===== src/core/lchm_pkg.sv =====
// Package with constants shared by the limit checker and its channel slices.
package lchm_pkg;
    localparam int NCH = 9;
    localparam int DW = 12;
    localparam int FIRST_TEMP = 6;
    localparam int DIODE_CH = 2;
    localparam int OPEN_BIT = 11;
    localparam logic [11:0] LIM_MAX = 12'hfff;
    localparam logic [11:0] LIM_MIN = 12'h000;
    localparam logic [11:0] HYST_RST = 12'h008;
    localparam logic [11:0] HYST_RST_TEMP = 12'h020;
    localparam logic [11:0] HYST_REC = 12'hfff;
    localparam logic [7:0] OFS_CFG = 8'h00;
    localparam logic [7:0] OFS_ST_A = 8'h04;
    localparam logic [7:0] OFS_ST_B = 8'h08;
    localparam logic [7:0] OFS_ST_C = 8'h0c;
    localparam logic [7:0] OFS_MASK = 8'h10;
    localparam logic [7:0] OFS_RESULT = 8'h14;
    localparam logic [3:0] CH_BLOCK_FIRST = 4'h4;
    localparam logic [1:0] SUB_UPPER = 2'h0;
    localparam logic [1:0] SUB_LOWER = 2'h1;
    localparam logic [1:0] SUB_HYST = 2'h2;
    localparam int CFG_PIN = 0;
    localparam int CFG_FLAG = 1;
    localparam int CFG_AUTO = 2;
    localparam logic [2:0] CFG_RST = 3'h3;
    localparam int STW = 24;
    localparam int ST_OR1 = 12;
    localparam int ST_OR2 = 13;
    localparam int ST_OTEMP = 22;
    localparam int ST_OPEN = 23;
    localparam logic [23:0] MASK_RST = 24'hffffff;
    localparam int AUTO_NS = 50000;
    localparam int CLK_NS = 8;
    localparam int AUTO_CYC = AUTO_NS / CLK_NS;
endpackage


===== src/core/lchm_chan_if.sv =====
// Interface between the limit checker core and one channel slice.
`timescale 1ns/1ps
`default_nettype none
interface lchm_chan_if;
    logic wr_up;
    logic wr_lo;
    logic wr_hy;
    logic [11:0] wdata;
    logic cv;
    logic [11:0] cdata;
    logic [11:0] up;
    logic [11:0] lo;
    logic [11:0] hy;
    logic set_hi;
    logic set_lo;
    logic clr_hi;
    logic clr_lo;
    modport ctl (output wr_up, wr_lo, wr_hy, wdata, cv, cdata,
                 input up, lo, hy, set_hi, set_lo, clr_hi, clr_lo);
    modport chan (input wr_up, wr_lo, wr_hy, wdata, cv, cdata,
                  output up, lo, hy, set_hi, set_lo, clr_hi, clr_lo);
endinterface
`default_nettype wire


===== src/core/lchm_limit_chan.sv =====
// One channel slice: limits, hysteresis and min/max recorder.
`timescale 1ns/1ps
`default_nettype none
module lchm_limit_chan #(
    parameter bit TEMP = 1'b0
) (
    input wire logic ref_clk,
    input wire logic reset_n,
    lchm_chan_if.chan ch
);
    typedef struct packed {
        logic [11:0] up;
        logic [11:0] lo;
        logic [11:0] hy;
    } lchm_chan_st_t;

    lchm_chan_st_t s_r;
    lchm_chan_st_t s_nxt;
    logic rec;
    logic over;
    logic under;
    logic back_hi;
    logic back_lo;

    always_comb begin
        s_nxt = s_r;
        rec = (s_r.hy == lchm_pkg::HYST_REC);
        over = ch.cdata > s_r.up;
        under = ch.cdata < s_r.lo;
        // Thirteen-bit sums keep large hysteresis codes from wrapping, so an alert clears only with the result a full hy inside the limit.
        back_hi = ({1'b0, ch.cdata} + {1'b0, s_r.hy}) <= {1'b0, s_r.up};
        back_lo = {1'b0, ch.cdata} >= ({1'b0, s_r.lo} + {1'b0, s_r.hy});
        if (ch.cv && rec) begin
            if (over) begin
                s_nxt.up = ch.cdata;
            end
            if (under) begin
                s_nxt.lo = ch.cdata;
            end
        end
        if (ch.wr_up) begin
            s_nxt.up = ch.wdata;
        end
        if (ch.wr_lo) begin
            s_nxt.lo = ch.wdata;
        end
        if (ch.wr_hy) begin
            s_nxt.hy = ch.wdata;
        end
    end

    assign ch.set_hi = ch.cv && !rec && over;
    assign ch.set_lo = ch.cv && !rec && under;
    assign ch.clr_hi = ch.cv && !rec && !over && back_hi;
    assign ch.clr_lo = ch.cv && !rec && !under && back_lo;
    assign ch.up = s_r.up;
    assign ch.lo = s_r.lo;
    assign ch.hy = s_r.hy;

    always_ff @(posedge ref_clk) begin
        if (!reset_n) begin
            s_r.up <= lchm_pkg::LIM_MAX;
            s_r.lo <= lchm_pkg::LIM_MIN;
            s_r.hy <= TEMP ? lchm_pkg::HYST_RST_TEMP : lchm_pkg::HYST_RST;
        end else begin
            s_r <= s_nxt;
        end
    end
endmodule // lchm_limit_chan
`default_nettype wire


===== src/core/lchm_top.sv =====
// Limit checker with hysteresis and min/max recorder behind a Wishbone slave.
// Operation
// A result above a channel's upper limit raises that channel's high alert.
// A result below a channel's lower limit raises that channel's low alert.
// Alerts show on the alert pin, the result word flag, or both, per configuration.
// An alert clears itself when a later result for the channel is back inside the limits.
// Alert status is updated on every conversion, so it can clear before software reads it.
// In autocycle mode a conversion is requested about every 50 microseconds.
// With hysteresis the alert clears only N LSB inside the violated limit.
// N comes from the channel's own 12-bit hysteresis register.
// A hysteresis code near full scale stops limit alerts from clearing by themselves.
// Bit 11 of a diode channel's limit registers reads 0 when the diode is open.
// Overrange alerts stay set until software clears them.
// Hysteresis resets to 8 LSB, or 32 LSB on temperature channels.
// A hysteresis code of all ones turns the limit registers into min/max stores.
// Upper limits reset to full code and lower limits to zero.
// Writing ones to an alert status register clears those bits.
// In recorder mode new extremes replace the stored maximum or minimum, with no alert.
//
// Implementation choices: the placing of the registers and the Wishbone slave port.
`timescale 1ns/1ps
`default_nettype none
module lchm_top #(
    parameter int AUTO_CYC = lchm_pkg::AUTO_CYC
) (
    input wire logic ref_clk,
    input wire logic reset_n,
    input wire logic wb_cyc_i,
    input wire logic wb_stb_i,
    input wire logic wb_we_i,
    input wire logic [7:0] wb_adr_i,
    input wire logic [3:0] wb_sel_i,
    input wire logic [31:0] wb_dat_i,
    output logic [31:0] wb_dat_o,
    output logic wb_ack_o,
    input wire logic conv_valid,
    input wire logic [3:0] conv_chan,
    input wire logic [11:0] conv_data,
    input wire logic current_overrange_output_1,
    input wire logic current_overrange_output_2,
    input wire logic [1:0] diode_open,
    input wire logic over_temp,
    output logic conv_req,
    output logic res_valid,
    output logic [16:0] res_word,
    output logic alert_pin,
    output logic irq
);
    localparam int NCH = lchm_pkg::NCH;
    localparam int CW = $clog2(AUTO_CYC + 1);
    localparam logic [CW-1:0] CNT_LAST = CW'(AUTO_CYC - 1);

    typedef struct packed {
        logic [2:0] cfg;
        logic [23:0] st;
        logic [23:0] mask;
        logic ack;
        logic [31:0] rdata;
        logic [CW-1:0] cnt;
        logic conv_req;
        logic res_valid;
        logic [16:0] res_word;
    } lchm_top_st_t;

    lchm_top_st_t s_r;
    lchm_top_st_t s_nxt;

    logic [11:0] up_a [NCH];
    logic [11:0] lo_a [NCH];
    logic [11:0] hy_a [NCH];
    logic [NCH-1:0] set_hi_a;
    logic [NCH-1:0] set_lo_a;
    logic [NCH-1:0] clr_hi_a;
    logic [NCH-1:0] clr_lo_a;

    logic req;
    logic wr_ev;
    logic [3:0] blk;
    logic [3:0] ch_idx;
    logic [1:0] sub;
    logic ch_hit;
    logic [11:0] ch_cur;
    logic [11:0] ch_wdata;
    logic [31:0] wmask;
    logic [23:0] set_v;
    logic [23:0] clr_v;
    logic [23:0] w1c;
    logic [23:0] lim_bits;

    lchm_chan_if ch_if [NCH] ();

    // Status bit of a channel's low alert; the high alert sits one above it.
    function automatic int st_pos(input int c);
        st_pos = (c >= lchm_pkg::FIRST_TEMP) ? 2 * c + 4 : 2 * c;
    endfunction

    assign req = wb_cyc_i && wb_stb_i;
    assign wr_ev = req && wb_we_i && s_r.ack;
    assign blk = wb_adr_i[7:4];
    assign sub = wb_adr_i[3:2];
    assign ch_idx = blk - lchm_pkg::CH_BLOCK_FIRST;
    assign ch_hit = (blk >= lchm_pkg::CH_BLOCK_FIRST) && (ch_idx < 4'(NCH))
        && (sub != 2'h3);
    assign wmask = {{8{wb_sel_i[3]}}, {8{wb_sel_i[2]}}, {8{wb_sel_i[1]}}, {8{wb_sel_i[0]}}};
    assign ch_wdata = (wb_dat_i[11:0] & wmask[11:0]) | (ch_cur & ~wmask[11:0]);

    generate
        for (genvar g = 0; g < NCH; g++) begin : g_ch
            lchm_limit_chan #(
                .TEMP(g >= lchm_pkg::FIRST_TEMP)
            ) u_chan (
                .ref_clk(ref_clk),
                .reset_n(reset_n),
                .ch(ch_if[g])
            );
            assign ch_if[g].cv = conv_valid && (conv_chan == 4'(g));
            assign ch_if[g].cdata = conv_data;
            assign ch_if[g].wdata = ch_wdata;
            assign ch_if[g].wr_up = wr_ev && ch_hit && (ch_idx == 4'(g))
                && (sub == lchm_pkg::SUB_UPPER);
            assign ch_if[g].wr_lo = wr_ev && ch_hit && (ch_idx == 4'(g))
                && (sub == lchm_pkg::SUB_LOWER);
            assign ch_if[g].wr_hy = wr_ev && ch_hit && (ch_idx == 4'(g))
                && (sub == lchm_pkg::SUB_HYST);
            assign up_a[g] = ch_if[g].up;
            assign lo_a[g] = ch_if[g].lo;
            assign hy_a[g] = ch_if[g].hy;
            assign set_hi_a[g] = ch_if[g].set_hi;
            assign set_lo_a[g] = ch_if[g].set_lo;
            assign clr_hi_a[g] = ch_if[g].clr_hi;
            assign clr_lo_a[g] = ch_if[g].clr_lo;
        end
    endgenerate

    // Current value of the addressed channel register, with the diode flag on readback.
    always_comb begin
        ch_cur = 12'h000;
        for (int c = 0; c < NCH; c++) begin
            if (ch_idx == 4'(c)) begin
                case (sub)
                    lchm_pkg::SUB_UPPER: ch_cur = up_a[c];
                    lchm_pkg::SUB_LOWER: ch_cur = lo_a[c];
                    lchm_pkg::SUB_HYST: ch_cur = hy_a[c];
                    default: ch_cur = 12'h000;
                endcase
                if (c >= lchm_pkg::FIRST_TEMP && c < lchm_pkg::FIRST_TEMP + lchm_pkg::DIODE_CH
                    && sub != lchm_pkg::SUB_HYST) begin
                    ch_cur[lchm_pkg::OPEN_BIT] = !diode_open[c - lchm_pkg::FIRST_TEMP];
                end
            end
        end
    end

    // Status events and clears gathered into the 24-bit status vector.
    always_comb begin
        set_v = 24'h000000;
        clr_v = 24'h000000;
        lim_bits = 24'h000000;
        for (int c = 0; c < NCH; c++) begin
            set_v[st_pos(c)] = set_lo_a[c];
            set_v[st_pos(c) + 1] = set_hi_a[c];
            clr_v[st_pos(c)] = clr_lo_a[c];
            clr_v[st_pos(c) + 1] = clr_hi_a[c];
            lim_bits[st_pos(c)] = 1'b1;
            lim_bits[st_pos(c) + 1] = 1'b1;
        end
        // Overrange, overtemperature and open diode bits never clear automatically.
        set_v[lchm_pkg::ST_OR1] = current_overrange_output_1;
        set_v[lchm_pkg::ST_OR2] = current_overrange_output_2;
        set_v[lchm_pkg::ST_OTEMP] = over_temp;
        set_v[lchm_pkg::ST_OPEN] = |diode_open;
    end

    always_comb begin
        w1c = 24'h000000;
        if (wr_ev) begin
            case (wb_adr_i)
                lchm_pkg::OFS_ST_A: w1c[7:0] = wb_dat_i[7:0] & wmask[7:0];
                lchm_pkg::OFS_ST_B: w1c[15:8] = wb_dat_i[7:0] & wmask[7:0];
                lchm_pkg::OFS_ST_C: w1c[23:16] = wb_dat_i[7:0] & wmask[7:0];
                default: w1c = 24'h000000;
            endcase
        end
    end

    always_comb begin
        s_nxt = s_r;
        s_nxt.ack = req && !s_r.ack;
        // A hardware set in the same cycle as a clear wins.
        s_nxt.st = set_v | (s_r.st & ~clr_v & ~w1c);
        if (wr_ev) begin
            case (wb_adr_i)
                lchm_pkg::OFS_CFG: begin
                    s_nxt.cfg = (wb_dat_i[2:0] & wmask[2:0]) | (s_r.cfg & ~wmask[2:0]);
                end
                lchm_pkg::OFS_MASK: begin
                    s_nxt.mask = (wb_dat_i[23:0] & wmask[23:0]) | (s_r.mask & ~wmask[23:0]);
                end
                default: s_nxt.mask = s_r.mask;
            endcase
        end
        s_nxt.rdata = 32'h00000000;
        if (req && !s_r.ack && !wb_we_i) begin
            case (wb_adr_i)
                lchm_pkg::OFS_CFG: s_nxt.rdata[2:0] = s_r.cfg;
                lchm_pkg::OFS_ST_A: s_nxt.rdata[7:0] = s_r.st[7:0];
                lchm_pkg::OFS_ST_B: s_nxt.rdata[7:0] = s_r.st[15:8];
                lchm_pkg::OFS_ST_C: s_nxt.rdata[7:0] = s_r.st[23:16];
                lchm_pkg::OFS_MASK: s_nxt.rdata[23:0] = s_r.mask;
                lchm_pkg::OFS_RESULT: s_nxt.rdata[16:0] = s_r.res_word;
                default: s_nxt.rdata[11:0] = ch_hit ? ch_cur : 12'h000;
            endcase
        end
        // Autocycle trigger toward the conversion sequencer.
        s_nxt.conv_req = 1'b0;
        if (!s_r.cfg[lchm_pkg::CFG_AUTO]) begin
            s_nxt.cnt = '0;
        end else if (s_r.cnt == CNT_LAST) begin
            s_nxt.cnt = '0;
            s_nxt.conv_req = 1'b1;
        end else begin
            s_nxt.cnt = s_r.cnt + 1'b1;
        end
        s_nxt.res_valid = conv_valid;
        if (conv_valid) begin
            s_nxt.res_word = {s_r.cfg[lchm_pkg::CFG_FLAG] && |(s_nxt.st & lim_bits),
                              conv_chan, conv_data};
        end
    end

    always_ff @(posedge ref_clk) begin
        if (!reset_n) begin
            s_r.cfg <= lchm_pkg::CFG_RST;
            s_r.st <= 24'h000000;
            s_r.mask <= lchm_pkg::MASK_RST;
            s_r.ack <= 1'b0;
            s_r.rdata <= 32'h00000000;
            s_r.cnt <= '0;
            s_r.conv_req <= 1'b0;
            s_r.res_valid <= 1'b0;
            s_r.res_word <= 17'h00000;
        end else begin
            s_r <= s_nxt;
        end
    end

    assign wb_ack_o = s_r.ack;
    assign wb_dat_o = s_r.rdata;
    assign conv_req = s_r.conv_req;
    assign res_valid = s_r.res_valid;
    assign res_word = s_r.res_word;
    assign irq = |(s_r.st & s_r.mask);
    assign alert_pin = s_r.cfg[lchm_pkg::CFG_PIN] && irq;
endmodule // lchm_top
`default_nettype wire


===== config.mk =====
export PLATFORM = sky130hd
export DESIGN_NAME = lchm_top
export DESIGN_NICKNAME = d
export VERILOG_FILES = /design/src/core/lchm_pkg.sv /design/src/core/lchm_chan_if.sv /design/src/core/lchm_limit_chan.sv /design/src/core/lchm_top.sv
export SDC_FILE = /design/constraint.sdc
export NUM_CORES = 2
export LEC_CHECK = 0
export BUFFER_PORTS_ARGS = -buffer_cell sky130_fd_sc_hd__buf_4
export CAP_MARGIN = 20
export CORE_MARGIN = 5
export CORE_UTILIZATION = 45
export CTS_BUF_LIST = sky130_fd_sc_hd__clkbuf_2 sky130_fd_sc_hd__clkbuf_4 sky130_fd_sc_hd__clkbuf_8
export CTS_CLUSTER_DIAMETER = 80
export CTS_CLUSTER_SIZE = 20
export DETAILED_ROUTE_END_ITERATION = 8
export PLACE_DENSITY_LB_ADDON = 0.1
export REMOVE_ABC_BUFFERS = 1
export SKIP_CTS_REPAIR_TIMING = 1
export SYNTH_ARGS = -nofsm -noshare
export SYNTH_HDL_FRONTEND = slang
export SYNTH_SLANG_ARGS = --single-unit
export TNS_END_PERCENT = 10

===== constraint.sdc =====
create_clock -name ref_clk -period 14.45 [get_ports ref_clk]
set_input_delay 2.89 -clock ref_clk [delete_from_list [all_inputs] [get_ports ref_clk]]
set_output_delay 2.89 -clock ref_clk [all_outputs]
set_load 0.005 [all_outputs]

==> impl_metrics.csv <==
group,metric,value,unit
clocking,clk_pin_slew,0.14,ns
timing,report.final.setup_viol,0,
route,routed_wl,154000,µm
critical_path,cp_data_required_time,15.07,ns
clocking,cts_sinks,432,
finish,final_layout_size_suffix_gt1_share,8.15,%
critical_path,crit_fanout,14,
floorplanning,initial_utilization,45.5,%
critical_path,cp-start-kind,"input pin",
power_and_ir_drop,irDropWorstVdd,54.8,µV
timing,hold_viol,0,
route,drtIter0Drc,3366,
power_and_ir_drop,leakagePower,18.9,nW
route,num_vias,37039,
placed_design,place_ws,5.71,ns
power_and_ir_drop,power.internal,1.67,mW
global_route,grt_overflow_total,0,
route,dr.pass1.iters,6,
synthesis,synth_edf_count,0,
finish,nets,5616,
synthesis,yosysWarnings,0,
timing,finalMaxSlewViolations,0,
job,maxCapViolations,0,
route,postRouteAntennaNets,0,
synthesis,syn_area_per_cell,8.16,µm²
critical_path,path_cells,"buf_4 -> inv_1 -> buf_4 -> fa_1 -> nor2b_1 -> o31a_1 -> o31a_1 -> o21ai_0 -> nand2_1 -> a21oi_1 -> o21bai_1 -> xor2_1 -> ha_1 -> a21o_1 -> a2111o_1 -> o21ai_0 -> a31oi_1 -> nor3_1 -> o2111ai_1 -> nor4_1 -> nand4_1 -> a31o_1",
synthesis,synth_area_leaders,"dfxtp_1 (21%), ha_1 (20%), mux2i_1 (4.9%)",
global_route,grt_max_degree,73,
global_route,grt_pass1_vias,34606,
finish,utilization,48.0,%
clocking,cts_tree,"built",
timing,fmax,124,MHz
synthesis,synthXorXnorAreaFrac,3.75,%
placed_design,dp_hpwl,112000,µm
hold_path,min_from,"s_r[104]",
timing,tightest_slew,1.25,ns
power_and_ir_drop,power_density,59.4,mW/mm²
timing,fin_tns_setup,0,ns
timing,period_share,55.7,%
synthesis,ys_seq_area_share,21.4,%
global_route,grtUsageTotal,30.9,%
critical_path,r2r-start,"g_ch[0].u_chan.ch.hy[0]",
floorplanning,die_x,310,µm
route,drt-vias-per-instance,6.09,
synthesis,synth-compound-area-share,21.9,%
synthesis,synth_top_area_share,21.4,%
hold_path,hp-class,"reg2reg",
placed_design,dp.cells,6010,
synthesis,synth_area,0.0404,mm²
timing,min_period,8.04,ns
synthesis,synthCells,4948,
clocking,clk_path_buf_depth,3,
status,outcome,"complete, no violations",
timing,finalWorstSetupSlack,6.41,ns
timing,rsz0062_at_grt,"no",
power_and_ir_drop,total_power,2.53,mW
synthesis,synth_seq_cells,432,
clocking,clock_latency,0.71,ns
power_and_ir_drop,switching_share,33.8,%
power_and_ir_drop,combPwrFrac,19.0,%
critical_path,cp_slowest_cell,"inv_1",
floorplanning,die_h,310,µm
critical_path,crit_start,"conv_data[1]",
power_and_ir_drop,netSwitchingPower,0.856,mW
power_and_ir_drop,clkPwrFrac,33.6,%
floorplanning,core,0.0888,mm²
finish,final_cells,6078,
synthesis,synth_top_family_by_area,"compound AO/OA/AOI/OAI gates",
clocking,cts_root_buffer,"clkbuf_8",
timing,finClkSkew,0.0638,ns
finish,area_growth,5.55,%
critical_path,path_class,"in2reg",
synthesis,synth_ff_type,"dfxtp_1",
power_and_ir_drop,p_seq_share,47.5,%
synthesis,synth_fa_ha_area_share,20.8,%
floorplanning,fp-row-count,109,
synthesis,synth_simple_gate_area_share,17.0,%
synthesis,synth_commonest_cells,"ha_1 (641), nand2_1 (463), dfxtp_1 (432), nor2_1 (400), inv_1 (298)",
synthesis,yosys.area.top_type,"dfxtp_1",
placed_design,gp_congestion,0.991,
floorplanning,dieArea,0.0958,mm²
route,wl_per_cell,25.3,µm
critical_path,slowest_delay,0.56,ns
global_route,antenna_found_initial,6,
synthesis,synthMuxAreaShare,8.60,%
synthesis,synth.most_common_cell,"ha_1",
finish,fill_cells,8836,
global_route,grt_first_pass_wirelength,226000,µm
clocking,cts_made_buffers,36,
placed_design,port_buffers,107,
critical_path,arrival,8.66,ns
floorplanning,ios,125,
clocking,htreeDepth,2,
synthesis,ys_types,94,
synthesis,ys_async_sr_fraction,0,%
critical_path,endpoint_kind,"register",
route,drc,0,
timing,relSlewSlack,16.4,%
[area by class of cell]
class	count	area [µm²]	share of cell area (%)
multi-input cells	3936	29200	68.5
flip-flops and latches	432	8650	20.3
well taps	1165	1460	3.42
repair buffers	180	1380	3.23
inverters	300	1130	2.65
clock buffers	48	629	1.48
clock inverters	14	183	0.429
diodes	3	7.51	0.0176
[final timing paths]
| path | cells after the start | endpoint | slack [ns] |
|---|---|---|---|
| setup reg to reg | 20 | res_word[16] | 9.13 |
| hold / removal | 2 | s_r[104] | 0.47 |
| setup / recovery | 22 | res_word[16] | 6.41 |
| hold reg to reg | 2 | s_r[104] | 0.47 |
[kinds of logic (layout without fill, tap and decap cells)]
logic type / count (synthesis) / after routing
AO/OA/AOI/OAI: 1306 / 1306
XOR/XNOR: 173 / 173
adder cells (fa/ha/maj): 659 / 659
buffers and inverters: 587 / 542
flip-flops: 432 / 432
multiplexers: 328 / 328
other: 1 / 11
AND/OR/NAND/NOR: 1462 / 1462
[layer usage]
metal | part of all wire, % | global-route usage [%] | vias up
met5 | 0 | 0 | -
met4 | 4.2 | 10.8 | 0
met3 | 7.9 | 5.10 | 305
met2 | 43 | 48.5 | 1435
met1 | 45 | 43.1 | 17487
li1 | - | - | 17812
[placed cells by master (no fill, tap or decap), drive strengths merged, types with 14 or more instances in the layout]
cell | Yosys | final
a21boi | 14 | 14
nand2 | 464 | 464
and2 | 77 | 77
o211a | 74 | 74
nor3b | 14 | 14
nand3 | 95 | 95
nor3 | 94 | 94
clkbuf | 151 | 48
o21bai | 25 | 25
nor2 | 400 | 400
nand2b | 70 | 70
mux2 | 126 | 126
fa | 18 | 18
inv | 299 | 302
ha | 641 | 641
a31oi | 21 | 21
nor2b | 77 | 77
o211ai | 48 | 48
and3 | 30 | 30
xnor2 | 100 | 100
a21o | 80 | 80
o41ai | 24 | 24
a22oi | 37 | 37
mux2i | 201 | 201
a21oi | 268 | 268
o21a | 109 | 109
xor2 | 73 | 73
o21ai | 227 | 227
o221ai | 16 | 16
dfxtp | 432 | 432
nand4 | 86 | 86
buf | 136 | 180
a211oi | 167 | 167
o22ai | 73 | 73
a2111oi | 14 | 14
[critical path: cells and delay by family]
kind,cells,cell delay [ns]
fa+ha+maj,2,0.57
xor+xnor,1,0.15
compound gates,11,2.65
simple gates,5,1.13
buf+inv,3,1.20
[power by group through the flow]
| stage | Combinational (mW) | Clock [mW] | Sequential (mW) |
|---|---|---|---|
| after floorplan | 0.219 | 0 | 1.22 |
| after global placement | 0.464 | 0 | 1.23 |
| after detailed placement | 0.466 | 0 | 1.23 |
| after CTS | 0.468 | 0.858 | 1.20 |
| after global routing | 0.509 | 0.897 | 1.20 |
| final | 0.480 | 0.849 | 1.20 |
[stage by stage]
stage	hold slack [ns]	instance area, µm²
after detailed placement	0.451	41800
after CTS	0.468	42600
after global routing	0.482	42600
after global placement	0.440	41800
final	0.468	42600
after floorplan	0.425	38900
[registers in the layout, summed over array words and instances (netlist names), named ones only]
signal,cells
g_ch.u_chan.ch.lo,108
g_ch.u_chan.ch.hy,108
s_r,37
wb_dat_o,24
res_word,17
wb_ack_o,1
conv_req,1
g_ch.u_chan.ch.up,108
res_valid,1
(Power assumes the default switching activity.)
